### src/hw/jio_defines.vh
/*
 Constants for the jump / increment / OR-literal decode and execute block.
 Assumes a 14-bit instruction word and an 8-bit data path.
*/
`ifndef JIO_DEFINES_VH
`define JIO_DEFINES_VH

// Instruction fields
`define JIO_CLASS_HI        13
`define JIO_CLASS_LO        12
`define JIO_JUMP_PFX        3'h5
`define JIO_JUMP_PFX_HI     13
`define JIO_JUMP_PFX_LO     11
`define JIO_JUMP_ADDR_HI    10
`define JIO_OP_HI           11
`define JIO_OP_LO           8
`define JIO_DEST_BIT        7
`define JIO_FADDR_HI        6
`define JIO_LIT_HI          7
`define JIO_CLASS_FILE      2'h0
`define JIO_OP_INC_SKIP     4'hF
`define JIO_OP_INC          4'hA
`define JIO_OR_PFX          6'h38
`define JIO_OR_PFX_HI       13
`define JIO_OR_PFX_LO       8
// Upper latch bits that feed the counter top
`define JIO_LATCH_HI        4
`define JIO_LATCH_LO        3
// Reset values
`define JIO_ACC_RST         8'h00
`define JIO_PC_RST          13'h0000
// Cycle counts
`define JIO_JUMP_CYCLES     2'h2

`endif

### src/hw/jio_core.v
/*
 Decode and execute of four instructions: absolute jump, increment with
 skip on zero, plain increment and OR literal into the accumulator.
 The accumulator and zero flag live here; the jump target and the file
 write-back leave as registered outputs.
 Assumes the fetch stage presents one instruction per instruction cycle
 with instr_valid_i, supplies the file register read value for the
 addressed file combinationally, and honours flush_o by treating the
 already fetched word as an idle instruction.
 Assumes the file store takes file_wdata_o on the edge after file_we_o
 is high; a back-to-back read of that file is served from the pending
 write instead, so the store needs no bypass of its own.
 Assumes counter_upper_latch_i is stable in the cycle a jump is taken;
 only its bits 4:3 are used.
*/
`timescale 1ns/1ps
`include "jio_defines.vh"
module jio_core #(
	parameter PC_W   = 13,
	parameter DATA_W = 8,
	parameter FA_W   = 7
) (
	// Clock and reset
	input  wire              clk_i,
	input  wire              reset_i,
	// Instruction from fetch
	input  wire              instr_valid_i,
	input  wire [13:0]       instr_i,
	// Counter upper latch value
	input  wire [DATA_W-1:0] counter_upper_latch_i,
	// File register read port
	input  wire [DATA_W-1:0] file_rdata_i,
	output wire [FA_W-1:0]   file_addr_o,
	// File register write port
	output reg               file_we_o,
	output reg  [FA_W-1:0]   file_waddr_o,
	output reg  [DATA_W-1:0] file_wdata_o,
	// Program flow
	output reg               pc_load_o,
	output reg  [PC_W-1:0]   program_counter_o,
	output wire              flush_o,
	output wire              busy_o,
	// Architectural state
	output wire [DATA_W-1:0] acc_o,
	output wire              zero_flag_o,
	output wire              zero_flag_we_o
);

	// One-hot states
	localparam ST_EXEC  = 2'b01;
	localparam ST_FLUSH = 2'b10;

	// Architectural and pipeline registers
	reg  [1:0]        state_q;
	reg  [1:0]        state_d;
	reg  [DATA_W-1:0] acc_q;
	reg  [DATA_W-1:0] acc_d;
	reg               zero_q;
	reg               zero_d;
	reg               zero_we_q;
	reg               zero_we_d;

	// Discarded cycles still to run
	reg  [1:0]        flush_cnt_q;
	reg  [1:0]        flush_cnt_d;

	// Datapath and decode nets
	wire [DATA_W-1:0] file_opnd;
	wire              fwd_hit;
	wire [DATA_W-1:0] inc_sum;
	wire              inc_zero;
	wire [DATA_W-1:0] or_res;
	wire              is_jump;
	wire              is_inc_skip;
	wire              is_inc;
	wire              is_or;
	wire              exec;
	wire              dest_file;
	wire              take_flush;

	// Pending write-back forwarded to a back-to-back reader of the same file
	assign fwd_hit   = file_we_o && (file_waddr_o == file_addr_o);
	assign file_opnd = fwd_hit ? file_wdata_o : file_rdata_i;

	// Shared incrementer
	jio_incr #(
		.WIDTH   (DATA_W)
	) u_incr (
		.value_i (file_opnd),
		.sum_o   (inc_sum),
		.zero_o  (inc_zero)
	);

	// Decode
	assign exec        = instr_valid_i && (state_q == ST_EXEC);
	assign is_jump     = (instr_i[`JIO_JUMP_PFX_HI:`JIO_JUMP_PFX_LO] == `JIO_JUMP_PFX);
	assign is_inc_skip = (instr_i[`JIO_CLASS_HI:`JIO_CLASS_LO] == `JIO_CLASS_FILE)
		&& (instr_i[`JIO_OP_HI:`JIO_OP_LO] == `JIO_OP_INC_SKIP);
	assign is_inc      = (instr_i[`JIO_CLASS_HI:`JIO_CLASS_LO] == `JIO_CLASS_FILE)
		&& (instr_i[`JIO_OP_HI:`JIO_OP_LO] == `JIO_OP_INC);
	assign is_or       = (instr_i[`JIO_OR_PFX_HI:`JIO_OR_PFX_LO] == `JIO_OR_PFX);
	assign dest_file   = instr_i[`JIO_DEST_BIT];
	assign file_addr_o = instr_i[`JIO_FADDR_HI:0];
	assign or_res      = acc_q | instr_i[`JIO_LIT_HI:0];

	// Taken jump or zero skip opens the discard window
	assign take_flush  = (state_q == ST_EXEC) && (state_d == ST_FLUSH);

	// Second cycle of jump or skip: fetched word dropped
	assign flush_o        = (state_q == ST_FLUSH);
	assign busy_o         = flush_o;
	assign acc_o          = acc_q;
	assign zero_flag_o    = zero_q;
	assign zero_flag_we_o = zero_we_q;

	// Next state and execute
	always @* begin
		state_d   = ST_EXEC;
		acc_d     = acc_q;
		zero_d    = zero_q;
		zero_we_d = 1'b0;
		if (exec) begin
			if (is_jump) begin
				state_d = ST_FLUSH;
			end else if (is_inc_skip) begin
				if (!dest_file) begin
					acc_d = inc_sum;
				end
				if (inc_zero) begin
					state_d = ST_FLUSH;
				end
			end else if (is_inc) begin
				if (!dest_file) begin
					acc_d = inc_sum;
				end
				zero_d    = inc_zero;
				zero_we_d = 1'b1;
			end else if (is_or) begin
				acc_d     = or_res;
				zero_d    = (or_res == {DATA_W{1'b0}});
				zero_we_d = 1'b1;
			end
		end
	end

	// Count of discarded cycles after a jump or a taken skip
	always @* begin
		flush_cnt_d = flush_cnt_q;
		if (take_flush) begin
			flush_cnt_d = `JIO_JUMP_CYCLES - 2'h1;
		end else if (flush_cnt_q != 2'h0) begin
			flush_cnt_d = flush_cnt_q - 2'h1;
		end
	end

	// State registers
	always @(posedge clk_i) begin
		if (reset_i) begin
			state_q   <= ST_EXEC;
			acc_q     <= `JIO_ACC_RST;
			zero_q    <= 1'b0;
			zero_we_q <= 1'b0;
			flush_cnt_q <= 2'h0;
		end else begin
			case (state_q)
				ST_EXEC: begin
					state_q <= state_d;
				end
				ST_FLUSH: begin
					state_q <= (flush_cnt_q <= 2'h1) ? ST_EXEC : ST_FLUSH;
				end
				default: begin
					state_q <= ST_EXEC;
				end
			endcase
			acc_q     <= acc_d;
			zero_q    <= zero_d;
			zero_we_q <= zero_we_d;
			flush_cnt_q <= flush_cnt_d;
		end
	end

	// File write-back
	always @(posedge clk_i) begin
		if (reset_i) begin
			file_we_o    <= 1'b0;
			file_waddr_o <= {FA_W{1'b0}};
			file_wdata_o <= {DATA_W{1'b0}};
		end else begin
			file_we_o <= exec && (is_inc_skip || is_inc) && dest_file;
			if (exec && (is_inc_skip || is_inc)) begin
				file_waddr_o <= file_addr_o;
				file_wdata_o <= inc_sum;
			end
		end
	end

	// Counter load on jump
	always @(posedge clk_i) begin
		if (reset_i) begin
			pc_load_o         <= 1'b0;
			program_counter_o <= `JIO_PC_RST;
		end else begin
			pc_load_o <= exec && is_jump;
			if (exec && is_jump) begin
				program_counter_o <= {counter_upper_latch_i[`JIO_LATCH_HI:`JIO_LATCH_LO],
					instr_i[`JIO_JUMP_ADDR_HI:0]};
			end
		end
	end

endmodule // jio_core

### src/hw/jio_incr.v
/*
 Eight-bit incrementer with zero detect.
 Assumes purely combinational use by the decode block on the same clock.
*/
`timescale 1ns/1ps
module jio_incr #(
	parameter WIDTH = 8
) (
	// Operand
	input  wire [WIDTH-1:0] value_i,
	// Result
	output wire [WIDTH-1:0] sum_o,
	output wire             zero_o
);

	// Add one, wrap at the top
	assign sum_o  = value_i + {{(WIDTH-1){1'b0}}, 1'b1};
	assign zero_o = (sum_o == {WIDTH{1'b0}});

endmodule // jio_incr

### config.mk
export PLATFORM = sky130hd
export DESIGN_NAME = jio_core
export DESIGN_NICKNAME = d
export VERILOG_FILES = /design/src/hw/jio_core.v /design/src/hw/jio_incr.v
export VERILOG_INCLUDE_DIRS = /design/src /design/src/hw
export SDC_FILE = /design/constraint.sdc
export NUM_CORES = 1
export LEC_CHECK = 0
export BUFFER_PORTS_ARGS = -buffer_cell sky130_fd_sc_hd__buf_2
export CAP_MARGIN = 20
export CORE_ASPECT_RATIO = 1.25
export CORE_UTILIZATION = 46
export CTS_CLUSTER_DIAMETER = 200
export DETAILED_ROUTE_END_ITERATION = 6
export PLACE_DENSITY = 0.76
export SYNTH_ARGS = -nofsm -noshare
export SYNTH_HDL_FRONTEND = slang
export SYNTH_SLANG_ARGS = --single-unit
### constraint.sdc
create_clock -name clk_i -period 2.5 [get_ports clk_i]
set_input_delay 0.25 -clock clk_i [delete_from_list [all_inputs] [get_ports clk_i]]
set_output_delay 0.25 -clock clk_i [all_outputs]
set_load 0.005 [all_outputs]
Word level (Yosys, flattened, before mapping)
Index checks and enable logic that the tools add are counted.
W data, S select, Z words.
{"block": "op_classes", "n_addsub": 2, "order_cmp": 1, "eq_ne": 8, "n_mux": 17, "bitwise_logic": 4, "n_reduce_logical": 20}
{"op": "$mux W8", "count": 5}
{"op": "$logic_not A8 Y1", "count": 2}
{"op": "$mux W2", "count": 5}
{"op": "$add A8 B1 Y8 const B", "count": 1}
{"op": "$eq A4 B4 Y1 const B", "count": 2}
{"op": "$logic_and A1 B1 Y1", "count": 8}
{"op": "$or A8 B8 Y8", "count": 1}
{"op": "$eq A7 B7 Y1", "count": 1}
{"op": "$eq A6 B6 Y1 const B", "count": 1}
{"op": "$mux W1", "count": 6}
{"op": "$reduce_bool A2 Y1", "count": 3}
{"op": "$eq A2 B2 Y1 const B", "count": 2}
{"op": "$pmux W2 S2", "count": 1}
{"op": "$reduce_and A4 Y1", "count": 1}
{"op": "$reduce_or A4 Y1", "count": 1}
{"op": "$eq A3 B3 Y1 const B", "count": 1}
{"op": "$not A1 Y1", "count": 3}
{"op": "$reduce_and A3 Y1", "count": 1}
{"op": "$reduce_bool A3 Y1", "count": 1}
{"op": "$eq A2 B1 Y1 const B", "count": 1}
{"op": "$le A2 B1 Y1 const B", "count": 1}
{"op": "$logic_not A2 Y1", "count": 1}
{"op": "$reduce_or A2 Y1", "count": 1}
{"op": "$sub A2 B1 Y2 const B", "count": 1}
{"op": "$logic_or A1 B1 Y1", "count": 1}
{"block": "totals", "reg_bits": 44, "inputBits": 33, "output_inout_bits": 49, "word_cells": 63}

Longest topological paths before layout
{"block": "logic_depth", "ltp_word": 12, "depth_mapped": 14, "mapped_depth_nobuf": 12}

By module
A second synthesis with hierarchy kept.
{"block": "unflattened", "cells_unflattened": 229, "hier_area_um2": 2238.4}
{"module": "jio_core", "n_inst": 1, "cells_each": 209, "area_per_inst_um2": 2085.8, "seq_area_each_um2": 880.8}
{"module": "jio_incr", "n_inst": 1, "cells_each": 20, "area_per_inst_um2": 152.6, "seq_area_each_um2": 0.0}

Least setup slack after synthesis
Ideal clock, no wire load.
{"block": "synth_path", "kind": "flip-flop to flip-flop", "startpoint": "register file_waddr_o[3]", "endpoint": "register flush_cnt_q[1]", "setup_ns": 0.120, "arrival_ns": 2.435, "required_ns": 2.380, "slack_ns": -0.055, "stages_incl_launch_ff": 14, "path_buffers": 2, "period_less_slack_ns": 2.555, "path_cell_list": "dfxtp_1 xnor2_1 nand4_1 nor2_2 buf_6 mux2_2 ha_1 clkbuf_1 nand2_1 nor2_1 xnor2_1 mux2i_1 nand4bb_1 o31a_1"}
{"block": "synth_between", "elab_chain_cells": 12}
{"element": "start: declaration", "line_no": "jio_core.v:36", "text": "output reg [FA_W-1:0] file_waddr_o,"}
{"element": "start signal: assignment", "line_no": "jio_core.v:187", "text": "file_waddr_o <= {FA_W{1'b0}};"}
{"element": "start signal: assignment", "line_no": "jio_core.v:192", "text": "file_waddr_o <= file_addr_o;"}
{"element": "$eq A7 B7 Y1", "line_no": "jio_core.v:82", "text": "assign fwd_hit = file_we_o && (file_waddr_o == file_addr_o);"}
{"element": "$logic_and A1 B1 Y1", "line_no": "jio_core.v:82"}
{"element": "$mux W8", "line_no": "jio_core.v:83", "text": "assign file_opnd = fwd_hit ? file_wdata_o : file_rdata_i;"}
{"element": "$add A8 B1 Y8", "line_no": "jio_incr.v:17", "text": "assign sum_o = value_i + {{(WIDTH-1){1'b0}}, 1'b1};"}
{"element": "$logic_not A8 Y1", "line_no": "jio_incr.v:18", "text": "assign zero_o = (sum_o == {WIDTH{1'b0}});"}
{"element": "$mux W2", "line_no": "jio_core.v:129", "text": "if (inc_zero) begin"}
{"element": "$mux W2", "line_no": "jio_core.v:125", "text": "end else if (is_inc_skip) begin"}
{"element": "$mux W2", "line_no": "jio_core.v:123", "text": "if (is_jump) begin"}
{"element": "$mux W2", "line_no": "jio_core.v:122", "text": "if (exec) begin"}
{"element": "$eq A2 B2 Y1", "line_no": "jio_core.v:107", "text": "assign take_flush = (state_q == ST_EXEC) && (state_d == ST_FLUSH);"}
{"element": "$logic_and A1 B1 Y1", "line_no": "jio_core.v:107"}
{"element": "$reduce_or A2 Y1 (no line)"}
{"element": "end signal: assignment", "line_no": "jio_core.v:179", "text": "flush_cnt_q <= flush_cnt_d;"}
{"element": "end: declaration", "line_no": "jio_core.v:64", "text": "reg [1:0] flush_cnt_q;"}
Every way passes these cells.
A chain may end at the register's enable or synchronous reset.

Worst setup path after layout
{"block": "layout_path", "startpoint": "register file_waddr_o[5]", "endpoint": "register state_q[0]"}
{"block": "layout_between", "elab_chain_cells": 10}
{"element": "$eq A7 B7 Y1", "line_no": "jio_core.v:82"}
{"element": "$logic_and A1 B1 Y1", "line_no": "jio_core.v:82"}
{"element": "$mux W8", "line_no": "jio_core.v:83"}
{"element": "$add A8 B1 Y8", "line_no": "jio_incr.v:17"}
{"element": "$logic_not A8 Y1", "line_no": "jio_incr.v:18"}
{"element": "$mux W2", "line_no": "jio_core.v:129"}
{"element": "$mux W2", "line_no": "jio_core.v:125"}
{"element": "$mux W2", "line_no": "jio_core.v:123"}
{"element": "$mux W2", "line_no": "jio_core.v:122"}
{"element": "$pmux W2 S2", "line_no": "jio_core.v:165", "text": "case (state_q)"}
{"element": "end signal: assignment", "line_no": "jio_core.v:167", "text": "state_q <= state_d;"}
{"element": "end signal: assignment", "line_no": "jio_core.v:170", "text": "state_q <= (flush_cnt_q <= 2'h1) ? ST_EXEC : ST_FLUSH;"}
{"element": "end: declaration", "line_no": "jio_core.v:54", "text": "reg [1:0] state_q;"}
Every way passes these cells.

==> run metrics <==
status finished with violations; failing checks setup timing; port bufs 75; critical path capture point type flop; HP Class input pin to flop; antenna cells 0; commonest cells in the synthesized netlist dfxtp_1 (44), nand2_1 (40), nor2_1 (27); final hold violations 0; post-synth top area share 34.73%; Leak Pwr roughly 0.0015 µW; Worst setup SP type flop; GPL Wtd Cong 0.8399; R2R depth 12; synth warn 0; Worst Clk Skew 0.006156 ns; Peak VDD IR between 0.3 and 0.4 mV; R2R Setup Slk -0.11 ns; Synth Register Bits 44; Place WS -0.3327 ns; Int Pwr between 1000 and 1500 µW; Hold Path Sink program_counter_o[11]$_SDFFE_PP0P_; vias per cell ~5.4; Worst slew margin just over 60%; TritonRoute pass-1 iters 4; Slew Limit Fails 0; clock tree buffer depth 2; max-cap violation count 0; die width between 60 and 70 µm; Worst Path Max Fanout 5; Die Y between 80 and 90 µm; Reg-to-Reg End state_q[0]$_SDFF_PP1_; slowest CP cell dfxtp_2; vias in the first global route between 2000 and 2500; Buffers & Inverters on Critical Path 1; WL per Instance between 10 and 15 µm; worst-path cell chain xnor2_2 -> nand4_1 -> nor2_4 -> mux2i_2 -> inv_2 -> ha_4 -> and2_4 -> nand4_1 -> xor2_1 -> mux2i_2 -> nand4b_1 -> a31o_1; CTS tree yes; hold path depth 3; Area growth syn-to-layout 34.44%; clock root buffer clkbuf_8; Synth async-reset ratio 0%; drc violations 0; die footprint 5816 µm²; core area between 5000 and 6000 µm²; # fillers approximately 430; clock share of power a little over a third; top_reg_cell synth dfxtp_1; RSZ-0062 raised after global routing yes; Avg Inst Size Synth around 8.5 µm²; Sw Share between 20% and 30%; post-route clock period utilization 104.6%; DPL Wire Length 4717 µm; Seq/Total Area, Yosys between 30% and 40%; setup slack after layout -0.1143 ns; hold path startpoint counter_upper_latch_i[3]; row count 29; Comb power frac 16.7%; clk slew on worst S/H paths ~0.080 ns; most numerous cell in the Yosys netlist dfxtp_1; hold_ws between 0.15 and 0.2 ns; post-layout minimum cycle time 2.614 ns; NetSw 380.3 µW; post-synthesis cell type with the largest combined area dfxtp_1; 1st-iter DRT viols ~120; Worst path max stage delay approximately 0.34 ns; Final #Nets roughly 440; initial core utilization between 40% and 50%; Sink Count 44; Final setup viols 7; Post-synth EDFFs 0; # H-tree levels 2; worst slew pin tran slightly below 0.6 ns; CTS buffer count 5; Worst path top cell family by delay simple AND/OR/NAND/NOR gates; sequential share of power about 48%; routed wire length around 7000 µm; CP Data Arrival Time approximately 2.8 ns; share of cells above drive strength 1 40.75%; library cells used by synthesis 55; Vias about 2500; FMAX 382.5 MHz; first-pass GRT wire length 10250 µm; pwr dens 443.2 nW/µm²; total gr overflow 0; Area contributors post-synth dfxtp_1 (35%), mux2i_1 (8.7%), nand2_1 (5.9%); Worst Path Required 2.69 ns; Antenna Nets Post-Route 0; Mapped Area between 2000 and 3000 µm²; worst r2r src file_waddr_o[5]$_SDFFE_PP0P_; initial antenna violation count 0; largest net degree at the start of global routing 31; WS Path Type flop to flop; Synth Net Count 338; hold_buf cts 0; All-Layer GR Usage 22.77%; IO Count 82; Post-Synthesis Cells between 200 and 300; worst-skew pair later-pin latency 0.29 ns
[power by group through the flow]
stage	logic [µW]	clock network (µW)	registers [µW]
CTS	241	538	725
global placement	214	0	741
floorplan	133	0	740
global route	278	569	728
detailed placement	219	0	741
finish	252	534	725
[stage by stage]
stage	setup TNS (ns)	util, %	total power [µW]	cell area, µm²	cells
2_1_floorplan	0	-	873.4	2542	299
3_3_place_gp	-1.281	59.32	954.3	3078	444
3_5_place_dp	-2.108	59.32	960.1	3078	444
4_1_cts	-0.6427	64.29	1504	3336	460
5_1_grt	-2.147	65.71	1575	3410	462
6_report	-0.6240	65.71	1511	3410	462
[cell type report]
type                    instances  area [µm²]  share of cell area [%]
clock buffers                   6       72.57                   2.128
inverters                      11       41.29                   1.211
well taps                      62       77.57                   2.275
flip-flops and latches         44       889.6                   26.09
repair buffers                115       698.2                   20.48
multi-input cells             222        1595                   46.79
clock inverters                 2       35.03                   1.028
[sequential cells by signal, summed over array words and instances, names as in the netlist]
signal	flops
program_counter_o	13
acc_o	8
file_wdata_o	8
file_waddr_o	7
flush_cnt_q	2
state_q	2
file_we_o	1
pc_load_o	1
zero_flag_o	1
zero_flag_we_o	1
[placed cells by master, fill, tap and decap left out, types with 5 or more instances in the layout]
cell type	synthesis	layout
nor2_1	27	26
a21oi_1	19	19
xnor2_1	13	10
inv_1	11	10
mux2i_1	22	19
buf_6	2	6
o21ai_0	6	5
nand2_1	40	39
dfxtp_2	0	7
buf_2	2	75
dfxtp_1	44	37
xor2_1	9	9
buf_4	8	34
clkbuf_8	0	5
[logic make-up after synthesis]
family,count (synthesis),synth area share [%]
buffers and inverters,33,7.203
muxes,24,9.571
xor gates and xnor gates,22,7.598
adders and majority gates,6,2.960
DFF,44,34.73
and+or+nand+nor,111,22.50
AOI/OAI and AO/OA,59,15.44
[timing repair]
item | CTS | global route
pin swaps | 17 | 17
endpoints found under the setup margin | 10 | 12
gates resized for setup | 22 | 12
buffers inserted | 8 | 2
[layer usage]
layer	up-vias	part of all wire [%]	wire [µm]	global-route usage, %
met5	-	0	0	0
li1	1241	-	-	-
met2	79	50	3418	38.68
met1	1141	43	2923	27.87
met4	0	2.8	192	9.091
met3	16	4.3	292	3.360
[worst register-to-register path, delay by kind of cell, from the launching register on]
kind / cells / cell delay [ns]
buf+inv: 1 / 0.08
flops: 1 / 0.34
xor+xnor: 2 / 0.34
fa+ha+maj: 1 / 0.17
mux: 2 / 0.40
simple gates: 5 / 0.93
compound gates: 1 / 0.25
[how the worst max path moves through the flow]
stage                     depth (start not counted)  slack [ns]                     endpoint                         start
after detailed placement                         15       -0.33        acc_o[6]$_SDFFE_PP0P_                    instr_i[5]
after CTS                                        12       -0.11  flush_cnt_q[1]$_SDFFE_PP0P_  file_waddr_o[6]$_SDFFE_PP0P_
after floorplan                                  12       0.005        state_q[0]$_SDFF_PP1_  file_waddr_o[2]$_SDFFE_PP0P_
after global routing                             12       -0.27        state_q[0]$_SDFF_PP1_  file_waddr_o[0]$_SDFFE_PP0P_
after global placement                           15       -0.22        acc_o[6]$_SDFFE_PP0P_                    instr_i[5]
final                                            12       -0.11        state_q[0]$_SDFF_PP1_  file_waddr_o[5]$_SDFFE_PP0P_
(Power assumes the default switching activity.)
